--- config.mk ---
export PLATFORM = sky130hd
export DESIGN_NAME = ebcs_top
export DESIGN_NICKNAME = d
export VERILOG_FILES = /design/src/hdl/ebcs_top.v /design/src/hdl/ebcs_fifo.v
export VERILOG_INCLUDE_DIRS = /design/src /design/src/hdl
export SDC_FILE = /design/constraint.sdc
export NUM_CORES = 2
export LEC_CHECK = 0
export ABC_AREA = 1
export ABC_CLOCK_PERIOD_IN_PS = 8150
export BUFFER_PORTS_ARGS = -buffer_cell sky130_fd_sc_hd__buf_2
export CAP_MARGIN = 20
export CELL_PAD_IN_SITES_DETAIL_PLACEMENT = 0
export CELL_PAD_IN_SITES_GLOBAL_PLACEMENT = 2
export CORE_UTILIZATION = 43
export DETAILED_ROUTE_END_ITERATION = 8
export HOLD_SLACK_MARGIN = 0.02
export PLACE_DENSITY = 0.91
export SLEW_MARGIN = 30
export SYNTH_ARGS = -nofsm -noshare
export SYNTH_HDL_FRONTEND = slang
export SYNTH_SLANG_ARGS = --single-unit
--- constraint.sdc ---
create_clock -name ref_clk -period 8.15 [get_ports ref_clk]
set_clock_uncertainty 0.05 [all_clocks]
set_input_delay 1.63 -clock ref_clk [delete_from_list [all_inputs] [get_ports ref_clk]]
set_output_delay 1.63 -clock ref_clk [all_outputs]
set_load 0.01 [all_outputs]
--- src/hdl/ebcs_map.vh ---
// Register offsets, field positions, reset values and request FIFO size of the external bus cycle sequencer.
`ifndef EBCS_MAP_VH
`define EBCS_MAP_VH
// ----------------------------------------------------------------------------
// Register offsets
// ----------------------------------------------------------------------------
`define EBCS_OFF_TIMING   12'h000
`define EBCS_OFF_CTRL     12'h004
`define EBCS_OFF_ADDR     12'h008
`define EBCS_OFF_WDATA    12'h00c
`define EBCS_OFF_RDATA    12'h010
`define EBCS_OFF_STATUS   12'h014
// ----------------------------------------------------------------------------
// Timing register fields
// ----------------------------------------------------------------------------
`define EBCS_T_AB_LSB     0
`define EBCS_T_AB_W       1
`define EBCS_T_AWIN_LSB   2
`define EBCS_T_AWIN_W     2
`define EBCS_T_C_LSB      4
`define EBCS_T_C_W        2
`define EBCS_T_D_LSB      6
`define EBCS_T_E_LSB      8
`define EBCS_T_E_W        5
`define EBCS_T_F_LSB      13
`define EBCS_T_F_W        2
`define EBCS_TIMING_RST   32'h0000_0000
// ----------------------------------------------------------------------------
// Control register fields
// ----------------------------------------------------------------------------
`define EBCS_C_MUX        0
`define EBCS_C_RDY_EN     1
`define EBCS_C_RDY_POL    2
`define EBCS_C_RDY_ASYNC  3
`define EBCS_C_CLK_EN     4
`define EBCS_C_UBE        5
`define EBCS_CTRL_RST     32'h0000_0000
// ----------------------------------------------------------------------------
// Command bits written to the status offset, and request FIFO size
// ----------------------------------------------------------------------------
`define EBCS_CMD_READ     0
`define EBCS_CMD_WRITE    1
`define EBCS_FIFO_DEPTH   16
`define EBCS_FIFO_AW      4
`endif

--- src/hdl/ebcs_top.v ---
// External bus cycle sequencer with AXI4-Lite register access.
//
// The implementer's own choices: the register offsets and the AXI4-Lite register port.
`timescale 1ns/1ps
`default_nettype none
`include "ebcs_map.vh"
module ebcs_top (
  input  wire        ref_clk,          // System clock, 200 MHz.
  input  wire        nrst,             // Synchronous reset, active low.
  input  wire [11:0] s_axi_awaddr,     // Write address.
  input  wire        s_axi_awvalid,    // Write address valid.
  output reg         s_axi_awready,    // Write address ready.
  input  wire [31:0] s_axi_wdata,      // Write data.
  input  wire [3:0]  s_axi_wstrb,      // Write strobes.
  input  wire        s_axi_wvalid,     // Write data valid.
  output reg         s_axi_wready,     // Write data ready.
  output reg  [1:0]  s_axi_bresp,      // Write response.
  output reg         s_axi_bvalid,     // Write response valid.
  input  wire        s_axi_bready,     // Write response ready.
  input  wire [11:0] s_axi_araddr,     // Read address.
  input  wire        s_axi_arvalid,    // Read address valid.
  output reg         s_axi_arready,    // Read address ready.
  output reg  [31:0] s_axi_rdata,      // Read data.
  output reg  [1:0]  s_axi_rresp,      // Read response.
  output reg         s_axi_rvalid,     // Read data valid.
  input  wire        s_axi_rready,     // Read data ready.
  output reg  [23:0] address_lines,    // Address pins.
  output reg  [15:0] shared_ad_out,    // Shared address/data lines, driven value.
  output reg         shared_ad_oe,     // Shared lines output enable.
  input  wire [15:0] shared_ad_in,     // Shared lines, sensed value.
  output reg  [15:0] data_out,         // Dedicated data lines, driven value.
  output reg         data_oe,          // Dedicated data lines output enable.
  input  wire [15:0] data_in,          // Dedicated data lines, sensed value.
  output reg         read_strobe_n,    // Read command, active low.
  output reg         write_strobe_n,   // Write command, active low.
  output reg         chip_select_n,    // Chip select, active low.
  output reg         upper_byte_enable_n, // Upper byte enable, active low.
  output reg         addr_latch_en,    // Address latch enable, active high.
  output reg         ready_in_sample,  // Pulses after active ready ends a wait state.
  input  wire        ready_pin,        // Ready handshake input.
  output reg         external_clock_output // Bus reference clock output.
);
  // ----------------------------------------------------------------------------
  // State encoding
  // ----------------------------------------------------------------------------
  localparam [6:0] ST_IDLE = 7'h01;
  localparam [6:0] ST_AB   = 7'h02;
  localparam [6:0] ST_C    = 7'h04;
  localparam [6:0] ST_D    = 7'h08;
  localparam [6:0] ST_E    = 7'h10;
  localparam [6:0] ST_RDY  = 7'h20;
  localparam [6:0] ST_F    = 7'h40;

  reg  [31:0] chip_select_timing_config;
  reg  [31:0] ctrl;
  reg  [23:0] req_addr;
  reg  [15:0] req_wdata;
  reg  [15:0] rd_data;
  reg         rd_done;
  reg  [6:0]  state;
  reg  [5:0]  cnt;
  reg         cur_write;
  reg  [23:0] cur_addr;
  reg  [15:0] cur_wdata;
  reg  [7:0]  last_window;
  reg         win_valid;
  reg         rdy_s1;
  reg         rdy_s2;
  reg         rdy_s3;
  reg         clk_phase;
  reg         aw_hold;
  reg         w_hold;
  reg  [11:0] aw_addr;
  reg  [31:0] w_data;
  reg  [3:0]  w_strb;
  wire        cmd_push;
  wire        fifo_in_ready;
  wire [40:0] fifo_out;
  wire        fifo_out_valid;
  wire        fifo_take;
  wire        rdy_active;
  wire        do_write;

  // Returns one cycle count in bus timing units (one unit is one system clock).
  function [5:0] field2;
    input [31:0] cfg;
    input integer lsb;
    begin
      field2 = {4'h0, cfg[lsb+1], cfg[lsb]};
    end
  endfunction

  // ----------------------------------------------------------------------------
  // AXI4-Lite slave
  // ----------------------------------------------------------------------------
  assign do_write = aw_hold && w_hold && !s_axi_bvalid;
  assign cmd_push = do_write && (aw_addr == `EBCS_OFF_STATUS) && w_strb[0] &&
                    (w_data[`EBCS_CMD_READ] || w_data[`EBCS_CMD_WRITE]);

  always @(posedge ref_clk) begin
    if (!nrst) begin
      s_axi_awready <= 1'b0;
      s_axi_wready  <= 1'b0;
      s_axi_bvalid  <= 1'b0;
      s_axi_bresp   <= 2'b00;
      s_axi_arready <= 1'b0;
      s_axi_rvalid  <= 1'b0;
      s_axi_rresp   <= 2'b00;
      s_axi_rdata   <= 32'h0000_0000;
      aw_hold       <= 1'b0;
      w_hold        <= 1'b0;
      aw_addr       <= 12'h000;
      w_data        <= 32'h0000_0000;
      w_strb        <= 4'h0;
      chip_select_timing_config <= `EBCS_TIMING_RST;
      ctrl          <= `EBCS_CTRL_RST;
      req_addr      <= 24'h00_0000;
      req_wdata     <= 16'h0000;
    end else begin
      s_axi_awready <= !aw_hold && !s_axi_awready && s_axi_awvalid;
      s_axi_wready  <= !w_hold && !s_axi_wready && s_axi_wvalid;
      if (s_axi_awvalid && s_axi_awready) begin
        aw_hold <= 1'b1;
        aw_addr <= s_axi_awaddr;
      end
      if (s_axi_wvalid && s_axi_wready) begin
        w_hold <= 1'b1;
        w_data <= s_axi_wdata;
        w_strb <= s_axi_wstrb;
      end
      // A command write stalls in the slave while the request FIFO is full.
      if (do_write && (!cmd_push || fifo_in_ready)) begin
        aw_hold      <= 1'b0;
        w_hold       <= 1'b0;
        s_axi_bvalid <= 1'b1;
        s_axi_bresp  <= 2'b00;
        case (aw_addr)
          `EBCS_OFF_TIMING: chip_select_timing_config <= w_data;
          `EBCS_OFF_CTRL:   ctrl <= w_data;
          `EBCS_OFF_ADDR:   req_addr <= w_data[23:0];
          `EBCS_OFF_WDATA:  req_wdata <= w_data[15:0];
          `EBCS_OFF_STATUS, `EBCS_OFF_RDATA: ;
          default:          s_axi_bresp <= 2'b10;
        endcase
      end else if (s_axi_bvalid && s_axi_bready) begin
        s_axi_bvalid <= 1'b0;
      end
      s_axi_arready <= !s_axi_arready && !s_axi_rvalid && s_axi_arvalid;
      if (s_axi_arvalid && s_axi_arready) begin
        s_axi_rvalid <= 1'b1;
        s_axi_rresp  <= 2'b00;
        case (s_axi_araddr)
          `EBCS_OFF_TIMING: s_axi_rdata <= chip_select_timing_config;
          `EBCS_OFF_CTRL:   s_axi_rdata <= ctrl;
          `EBCS_OFF_ADDR:   s_axi_rdata <= {8'h00, req_addr};
          `EBCS_OFF_WDATA:  s_axi_rdata <= {16'h0000, req_wdata};
          `EBCS_OFF_RDATA:  s_axi_rdata <= {16'h0000, rd_data};
          `EBCS_OFF_STATUS: s_axi_rdata <= {24'h00_0000, fifo_out_valid, !fifo_in_ready,
                                            rd_done, 4'h0, state == ST_IDLE};
          default: begin
            s_axi_rdata <= 32'h0000_0000;
            s_axi_rresp <= 2'b10;
          end
        endcase
      end else if (s_axi_rvalid && s_axi_rready) begin
        s_axi_rvalid <= 1'b0;
      end
    end
  end

  ebcs_fifo #(.WIDTH(41), .DEPTH(`EBCS_FIFO_DEPTH), .AW(`EBCS_FIFO_AW)) u_fifo (
    .ref_clk   (ref_clk),
    .nrst      (nrst),
    .in_data   ({w_data[`EBCS_CMD_WRITE], req_addr, req_wdata}),
    .in_valid  (cmd_push),
    .in_ready  (fifo_in_ready),
    .out_data  (fifo_out),
    .out_valid (fifo_out_valid),
    .out_ready (fifo_take)
  );

  // ----------------------------------------------------------------------------
  // Ready input conditioning
  // ----------------------------------------------------------------------------
  // The extra stage in asynchronous mode adds one cycle of ready latency, so up to one more wait state.
  assign rdy_active = (ctrl[`EBCS_C_RDY_ASYNC] ? rdy_s3 : rdy_s2) == ctrl[`EBCS_C_RDY_POL];
  assign fifo_take  = (state == ST_IDLE) && fifo_out_valid;

  // ----------------------------------------------------------------------------
  // Bus cycle sequencer
  // ----------------------------------------------------------------------------
  always @(posedge ref_clk) begin
    if (!nrst) begin
      state <= ST_IDLE;
      cnt <= 6'h00;
      cur_write <= 1'b0;
      cur_addr <= 24'h00_0000;
      cur_wdata <= 16'h0000;
      last_window <= 8'h00;
      win_valid <= 1'b0;
      rd_data <= 16'h0000;
      rd_done <= 1'b0;
      rdy_s1 <= 1'b0;
      rdy_s2 <= 1'b0;
      rdy_s3 <= 1'b0;
      clk_phase <= 1'b0;
      address_lines <= 24'h00_0000;
      shared_ad_out <= 16'h0000;
      shared_ad_oe <= 1'b0;
      data_out <= 16'h0000;
      data_oe <= 1'b0;
      read_strobe_n <= 1'b1;
      write_strobe_n <= 1'b1;
      chip_select_n <= 1'b1;
      upper_byte_enable_n <= 1'b1;
      addr_latch_en <= 1'b0;
      ready_in_sample <= 1'b0;
      external_clock_output <= 1'b0;
    end else begin
      rdy_s1 <= ready_pin;
      rdy_s2 <= rdy_s1;
      rdy_s3 <= rdy_s2;
      clk_phase <= !clk_phase;
      // One toggle per edge here models a clock of two system periods, one unit high and one unit low.
      external_clock_output <= ctrl[`EBCS_C_CLK_EN] & !clk_phase;
      ready_in_sample <= (state == ST_RDY) && rdy_active;
      case (state)
        ST_IDLE: begin
          if (fifo_out_valid) begin
            cur_write <= fifo_out[40];
            cur_addr <= fifo_out[39:16];
            cur_wdata <= fifo_out[15:0];
            address_lines <= fifo_out[39:16];
            chip_select_n <= 1'b0;
            upper_byte_enable_n <= !ctrl[`EBCS_C_UBE];
            rd_done <= 1'b0;
            if (ctrl[`EBCS_C_MUX]) begin
              shared_ad_out <= fifo_out[31:16];
              shared_ad_oe <= 1'b1;
              addr_latch_en <= 1'b1;
            end
            // Window change adds up to three setup units.
            cnt <= {5'h00, chip_select_timing_config[`EBCS_T_AB_LSB]} +
                   ((win_valid && last_window != fifo_out[39:32]) ?
                    field2(chip_select_timing_config, `EBCS_T_AWIN_LSB) : 6'h00);
            last_window <= fifo_out[39:32];
            win_valid <= 1'b1;
            state <= ST_AB;
          end
        end
        ST_AB: begin
          if (cnt == 6'h00) begin
            addr_latch_en <= 1'b0;
            cnt <= field2(chip_select_timing_config, `EBCS_T_C_LSB);
            state <= ST_C;
          end else begin
            cnt <= cnt - 6'h01;
          end
        end
        ST_C: begin
          if (cnt == 6'h00) begin
            cnt <= {5'h00, chip_select_timing_config[`EBCS_T_D_LSB]};
            if (ctrl[`EBCS_C_MUX]) begin
              // Write data replaces the address, a read releases the lines.
              shared_ad_out <= cur_wdata;
              shared_ad_oe <= cur_write;
            end else if (cur_write) begin
              data_out <= cur_wdata;
              data_oe <= 1'b1;
            end
            state <= ST_D;
          end else begin
            cnt <= cnt - 6'h01;
          end
        end
        ST_D: begin
          if (cnt == 6'h00) begin
            read_strobe_n <= cur_write;
            write_strobe_n <= !cur_write;
            cnt <= {1'b0, chip_select_timing_config[`EBCS_T_E_LSB+4:`EBCS_T_E_LSB]};
            state <= ST_E;
          end else begin
            cnt <= cnt - 6'h01;
          end
        end
        ST_E, ST_RDY: begin
          if (cnt != 6'h00) begin
            cnt <= cnt - 6'h01;
          end else if (ctrl[`EBCS_C_RDY_EN] && !rdy_active) begin
            state <= ST_RDY;
          end else begin
            // Capture and strobe release share this edge; partner holds data until then.
            if (!cur_write) begin
              rd_data <= ctrl[`EBCS_C_MUX] ? shared_ad_in : data_in;
              rd_done <= 1'b1;
            end
            read_strobe_n <= 1'b1;
            write_strobe_n <= 1'b1;
            cnt <= field2(chip_select_timing_config, `EBCS_T_F_LSB);
            state <= ST_F;
          end
        end
        ST_F: begin
          if (cnt == 6'h00) begin
            chip_select_n <= 1'b1;
            upper_byte_enable_n <= 1'b1;
            shared_ad_oe <= 1'b0;
            data_oe <= 1'b0;
            state <= ST_IDLE;
          end else begin
            cnt <= cnt - 6'h01;
          end
        end
        default: state <= ST_IDLE;
      endcase
    end
  end
endmodule
`default_nettype wire

--- src/hdl/ebcs_fifo.v ---
// Synchronous FIFO holding queued bus access requests.
`timescale 1ns/1ps
`default_nettype none
module ebcs_fifo #(
  parameter WIDTH = 41,
  parameter DEPTH = 16,
  parameter AW    = 4
) (
  input  wire             ref_clk, // System clock.
  input  wire             nrst,    // Synchronous reset, active low.
  input  wire [WIDTH-1:0] in_data, // Write side data.
  input  wire             in_valid,// Write side valid.
  output wire             in_ready,// Not full.
  output reg  [WIDTH-1:0] out_data,// Registered head word.
  output reg              out_valid,// Head word present.
  input  wire             out_ready // Consumer takes head.
);
  reg [WIDTH-1:0] mem [0:DEPTH-1];
  reg [AW-1:0]    wr_ptr;
  reg [AW-1:0]    rd_ptr;
  reg [AW:0]      count;
  wire            push;
  wire            pop;
  wire            load;

  assign in_ready = (count != DEPTH[AW:0]);
  assign push     = in_valid && in_ready;
  assign load     = (count != {(AW+1){1'b0}}) && (!out_valid || out_ready);
  assign pop      = load;

  // Entries move into the registered head one at a time; count covers storage only.
  always @(posedge ref_clk) begin
    if (!nrst) begin
      wr_ptr    <= {AW{1'b0}};
      rd_ptr    <= {AW{1'b0}};
      count     <= {(AW+1){1'b0}};
      out_valid <= 1'b0;
      out_data  <= {WIDTH{1'b0}};
    end else begin
      if (push) begin
        mem[wr_ptr] <= in_data;
        wr_ptr      <= wr_ptr + 1'b1;
      end
      if (load) begin
        out_data <= mem[rd_ptr];
        rd_ptr   <= rd_ptr + 1'b1;
        out_valid <= 1'b1;
      end else if (out_ready) begin
        out_valid <= 1'b0;
      end
      count <= count + {{AW{1'b0}}, push} - {{AW{1'b0}}, pop};
    end
  end
endmodule
`default_nettype wire

# ---- Word level (Yosys, flattened, before mapping)
# Memories as Yosys holds them, arrays and structs flattened. A register that Yosys moved wholly into a read port is not among the register bits.
# Cells that the tools add are included.
dict set report totals {
  register_bits 331
  ramBits 656
  input_bits 100
  out_inout_bits 106
  elab_cells 231
  mem_count 1
}
# name words width rd rd_ports_with_merged_regs wr line_no
set memory_table {}
lappend memory_table {u_fifo.mem 16 41 1 1 1 ebcs_fifo.v:18} ;# reg [WIDTH-1:0] mem [0:DEPTH-1];
dict set report op_classes {
  add_sub_neg 6
  eq_ne 34
  mux 62
  n_bitwise 6
  reduce_logical 77
}
# cell n
set op_table {}
lappend op_table {{32-bit one-hot mux with 6 select lines} 1}
lappend op_table {{16-bit 2-to-1 mux} 5}
lappend op_table {{7-bit 2-to-1 mux} 7}
lappend op_table {{12-bit by 4-bit == test with 1-bit output (second input constant)} 4}
lappend op_table {{12-bit by 5-bit == test with 1-bit output (second input constant)} 4}
lappend op_table {{6-bit 2-to-1 mux} 7}
lappend op_table {{7-bit one-hot mux with 6 select lines} 1}
lappend op_table {{6-bit one-hot mux with 6 select lines} 1}
lappend op_table {{16-bit one-hot mux with 2 select lines} 1}
lappend op_table {{1-bit 2-to-1 mux} 28}
lappend op_table {{12-bit by 3-bit == test with 1-bit output (second input constant)} 2}
lappend op_table {{12-bit logical NOT} 2}
lappend op_table {{2-bit inequality test (second input constant)} 12}
lappend op_table {{1-bit logical AND} 23}
lappend op_table {{4-bit AND reduction} 5}
lappend op_table {{2-bit nonzero test} 9}
lappend op_table {{1-bit logical NOT} 15}
lappend op_table {{5-bit AND reduction} 3}
lappend op_table {{1-bit one-hot mux with 2 select lines} 7}
lappend op_table {{6-bit AND reduction} 2}
lappend op_table {{6-bit nonzero test} 2}
lappend op_table {{6-bit OR reduction} 2}
lappend op_table {{2-bit AND reduction} 5}
lappend op_table {{4-bit by 1-bit adder with 4-bit output (second input constant)} 2}
lappend op_table {{other kinds (26)} 35}

# ---- Longest topological paths before layout
dict set report logic_depth {
  depth_word 9
  depth_mapped 18
  mapped_depth_nobuf 16
}

# ---- Hierarchy
# A second synthesis with hierarchy kept.
dict set report unflattened {
  hier_cells 4779
  area_unflattened_um2 43337.8
}
# mod instances cells_each area_each_um2
set modules_own_cells {}
lappend modules_own_cells {ebcs_fifo 1 2892 30038.8}
lappend modules_own_cells {ebcs_top 1 1887 13299.0}

# ---- Least setup slack after synthesis
# Ideal clock, no wire load.
dict set report synth_timing {
  path_type {in2reg}
  start {in nrst}
  end {mem u_fifo.mem[12][0], enable pin}
  setup_time_ns 0.490
  t_arrival_ns 5.178
  setup_slack_ns 2.432
  path_stages 4
  path_buffers 2
  cell_sequence {clkbuf_1 -> clkinv_1 -> clkbuf_1 -> nor3_1}
}
dict set report synth_via {
  elab_chain_cells 2
}
# element line_no
set synth_lines {}
lappend synth_lines {{start: declaration} ebcs_top.v:9} ;# input wire nrst,
lappend synth_lines {{1-bit 2-to-1 mux} ebcs_fifo.v:33} ;# if (!nrst) begin
lappend synth_lines {{1-bit 2-to-1 mux (implied by the code)} ebcs_fifo.v:41} ;# mem[wr_ptr] <= in_data;
lappend synth_lines {{end: declaration} ebcs_fifo.v:18}
# Every way passes these cells.

# ---- Final worst setup path
dict set report layout_timing {
  start {reg w_data[1]}
  end {mem u_fifo.mem[9][25], enable pin}
}
dict set report layout_via {
  elab_chain_cells 6
}
# element line_no
set layout_lines {}
lappend layout_lines {{start: declaration} ebcs_top.v:74} ;# reg [31:0] w_data;
lappend layout_lines {{start signal: assignment} ebcs_top.v:128} ;# w_data <= s_axi_wdata;
lappend layout_lines {{1-bit logical OR} ebcs_top.v:98} ;# (w_data[`EBCS_CMD_READ] || w_data[`EBCS_CMD_WRITE]);
lappend layout_lines {{1-bit logical AND} ebcs_top.v:97} ;# assign cmd_push = do_write && (aw_addr == `EBCS_OFF_STATUS) && w_strb[0] &&
lappend layout_lines {{1-bit logical AND} ebcs_fifo.v:27} ;# assign push = in_valid && in_ready;
lappend layout_lines {{1-bit 2-to-1 mux} ebcs_fifo.v:40} ;# if (push) begin
lappend layout_lines {{1-bit 2-to-1 mux} ebcs_fifo.v:33}
lappend layout_lines {{1-bit 2-to-1 mux (implied by the code)} ebcs_fifo.v:41}
# Every way passes these cells.

==> Implementation_results.wiki <==
{| class="wikitable"
! Metric !! Value
|-
| Post-synthesis async set-or-reset flop share || 0
|-
| Dominant register cell in the synthesized netlist || sky130_fd_sc_hd__edfxtp_1
|-
| Worst reg2reg endpoint || u_fifo.mem[9][25]
|-
| Total of flip-flops plus latches after synthesis || 1,018
|-
| Per-cell routed wire length || between 20 and 25 µm
|-
| Final Cell Area || ~0.047 mm²
|-
| PwrDens || between 200 and 300 mW/mm²
|-
| Total clock sinks || 1,018
|-
| Final setup TNS || 0 ns
|-
| Cell at the root of the clock tree || sky130_fd_sc_hd__clkbuf_16
|-
| Number of buffers on the longest clock path || 3
|-
| Multi-input gate area || 0.0122 mm²
|-
| Cells after Synth || between 4,000 and 5,000
|-
| Synth area leader || sky130_fd_sc_hd__edfxtp_1
|-
| Mean Syn Cell Area || 9.93 µm²
|-
| Global-route usage over all layers || 0.230
|-
| Initial antenna violation count || 3
|-
| LEAKAGE || about 18 nW
|-
| Area of the core || 0.0952 mm²
|-
| Startpoint of the lowest-slack hold path || aw_hold
|-
| Peak supply drop || approximately 0.19 mV
|-
| Count of hold buffers inserted by post-cts repair || 0
|-
| Vias post-DR || about 30,000
|-
| Share of layout cells above drive strength 1 || 0.110
|-
| Global-route wire length before repair || 171,000 µm
|-
| Initial core utilization || 0.435
|-
| Hold path endpoint || s_axi_awready
|-
| Critical Path Start Type || flop
|-
| Slew at the pin closest to its max-slew limit || 0.931 ns
|-
| Iteration-0 DRC Markers || around 2,700
|-
| Critical path arrival || 4.03 ns
|-
| Via density || 5.26
|-
| Floorplan die height || 312 µm
|-
| Routability Congestion || 0.821
|-
| Outcome || finished clean
|-
| Number of resized instances in the post-cts repair step || 0
|-
| TritonCTS buffer count || 102
|-
| RSZ-0062 raised after global routing || no
|-
| Data required time of the worst path || 8.40 ns
|-
| Main area contributors after synthesis || sky130_fd_sc_hd__edfxtp_1 (48%), sky130_fd_sc_hd__dfxtp_1 (18%), sky130_fd_sc_hd__nor2_1 (8.2%)
|-
| HP Class || flop to flop
|-
| Hold Path Cell Cnt || 1
|-
| Max Fanout on Critical Path || 27
|-
| Number of max-slew violations in the final report || 0
|-
| Max-cap viol count || 0
|-
| Total Nets Final || 4,385
|-
| Count of boundary I/O pins || 206
|-
| F_max || approximately 260 MHz
|-
| Normalized max-slew margin || 0.378
|-
| Number of setup violations in the final report || 0
|-
| TritonCTS clock tree || done
|-
| H-tree depth || 3
|-
| Pin count of the biggest net entering global routing || ~180
|-
| Area enclosed by the die boundary || about 0.1 mm²
|-
| Layout overhead on the synthesized area || 12.8%
|-
| Syn. warnings || 0
|-
| Storage element area || between 0.02 and 0.03 mm²
|-
| Origin of the critical flop-to-flop path || w_data[1]
|-
| Number of global-route vias before repair || about 28,000
|-
| Clock-pin transition on the worst setup and hold timing paths || ~0.060 ns
|-
| Cell variety after synth || 40
|-
| Part of the cycle the worst path needs || 0.464
|-
| Cell area after synthesis || a little over 0.04 mm²
|-
| Antenna cell count || 0
|-
| Area of placed instances || 0.0434 mm²
|-
| Setup fix buffers added after clock tree synthesis || 0
|-
| Overflow left after global routing || 0
|-
| Post-synth EDFFs || approximately 660
|-
| Iteration count of the initial detailed-routing pass || 5
|-
| Final routed wirelength across all metal layers || 114,000 µm
|-
| Final-report hold violation count || 0
|-
| Remaining routing DRC violations || 0
|-
| Row Count || 113
|-
| Half-perimeter wire length after detailed placement || 65,800 µm
|-
| CP endpoint kind || flop
|-
| Number of input and output port buffers inserted || 200
|-
| Portion of synthesized cell area occupied by the leading cell type || 0.476
|-
| Worst Path Class, Setup || flop to flop
|-
| Crit path time final || around 3.8 ns
|-
| Post-DRT Antenna Nets || 0
|-
| Filler cells || approximately 9,000
|-
| X dimension of the die || 312 µm
|-
| Register-to-register setup slack || 4.37 ns
|-
| Clock insertion delay at the later pin of the skew report || ~0.69 ns
|-
| Sequential share of the synthesized area || 0.651
|-
| Worst R2R Path Depth || 7
|}
[cells in the mapped netlist (14+ instances only)]
master                     number
sky130_fd_sc_hd__nand3_1      201
sky130_fd_sc_hd__ha_1          14
sky130_fd_sc_hd__edfxtp_1     656
sky130_fd_sc_hd__inv_2         30
sky130_fd_sc_hd__buf_4         21
sky130_fd_sc_hd__o211ai_1     220
sky130_fd_sc_hd__buf_2         59
sky130_fd_sc_hd__nand2_1      447
sky130_fd_sc_hd__clkbuf_1     143
sky130_fd_sc_hd__inv_1        285
sky130_fd_sc_hd__nor3_1        53
sky130_fd_sc_hd__o21ai_0      526
sky130_fd_sc_hd__o22ai_1       15
sky130_fd_sc_hd__buf_1         25
sky130_fd_sc_hd__dfxtp_1      362
sky130_fd_sc_hd__a21oi_1      124
sky130_fd_sc_hd__nor2_1       905
[layout by cell type, fill, tap and decap left out, types with 31 or more instances in the layout]
cell type	synthesis	layout
sky130_fd_sc_hd__clkbuf_16	0	103
sky130_fd_sc_hd__a21oi_1	124	124
sky130_fd_sc_hd__dfxtp_1	362	357
sky130_fd_sc_hd__o211ai_1	220	220
sky130_fd_sc_hd__buf_4	21	52
sky130_fd_sc_hd__edfxtp_1	656	656
sky130_fd_sc_hd__inv_2	30	31
sky130_fd_sc_hd__buf_2	59	199
sky130_fd_sc_hd__nor3_1	53	48
sky130_fd_sc_hd__nand3_1	201	201
sky130_fd_sc_hd__inv_1	285	282
sky130_fd_sc_hd__o21ai_0	526	526
sky130_fd_sc_hd__nor2_1	905	892
sky130_fd_sc_hd__nand2_1	447	447
[sequential cells by signal (all words and copies together), names as in the netlist, 4 cells and up]
signal and flops:
address_lines 24, u_fifo.wr_ptr 4, u_fifo.count 5, req_addr 24, req_wdata 16, ctrl 32, cnt 6, w_data 32
u_fifo.rd_ptr 4, state 7, cur_wdata 16, chip_select_timing_config 32, aw_addr 12, u_fifo.out_data 41, rd_data 16, u_fifo.mem 656
shared_ad_out 16, s_axi_rdata 32, data_out 16
[worst max-delay path by stage]
stage | from | to | slack, ns | depth (start not counted)
floorplan | nrst | u_fifo.mem[12][0] | 2.43 | 4
global placement | nrst | u_fifo.mem[10][23] | 3.79 | 4
detailed placement | nrst | u_fifo.mem[2][23] | 3.78 | 4
CTS | w_data[1] | u_fifo.mem[2][25] | 4.30 | 7
global route | w_data[1] | u_fifo.mem[2][26] | 4.21 | 7
finish | w_data[1] | u_fifo.mem[9][25] | 4.37 | 7
[final cells by class]
class,instances,share of cell area
sequential,1018,0.577
inverter,319,0.0259
tap,1265,0.0339
clock buffer,134,0.0592
timing repair buffer,257,0.0323
multi-input combinational,2572,0.260
clock inverter,57,0.0109
[critical path: stages (launching register included)]
cell and delay (ns):
sky130_fd_sc_hd__dfxtp_2 0.70, sky130_fd_sc_hd__nor2_1 0.09, sky130_fd_sc_hd__nor2_1 0.13, sky130_fd_sc_hd__nand2_2 0.09
sky130_fd_sc_hd__nor3_4 0.52, sky130_fd_sc_hd__nand3_1 0.47, sky130_fd_sc_hd__nor2_4 0.69, sky130_fd_sc_hd__buf_4 0.60
[metrics by stage]
stage	instances	setup slack [ns]	util	hold slack, ns	power, W
after floorplan	4169	2.43	-	0.340	0.00824
final	5622	4.37	0.491	0.368	0.0137
after CTS	5622	4.30	0.491	0.373	0.0138
after global routing	5622	4.21	0.491	0.396	0.0144
after global placement	5429	3.79	0.456	0.351	0.00920
after detailed placement	5431	3.78	0.456	0.357	0.00925
[power breakdown]
group	internal (W)	switching, W
Combinational	0.000939	0.00225
Clock	0.00261	0.00199
Sequential	0.00568	0.000253
[per-layer routing]
metal / part of all wire / up-vias / global-route usage
met3: 0.061 / 162 / 0.0360
li1: - / 14401 / -
met1: 0.44 / 14139 / 0.310
met4: 0.033 / 0 / 0.0782
met5: 0 / - / 0
met2: 0.47 / 884 / 0.377
[cells by family after synthesis]
logic type | share of synthesized area
and+or+nand+nor | 0.161
DFF | 0.651
AOI/OAI and AO/OA | 0.123
buffers and inverters | 0.0584
adders and majority gates | 0.00471
xor gates and xnor gates | 0.00233
other | 0.0000906
Power figures use the tool's default switching activity.
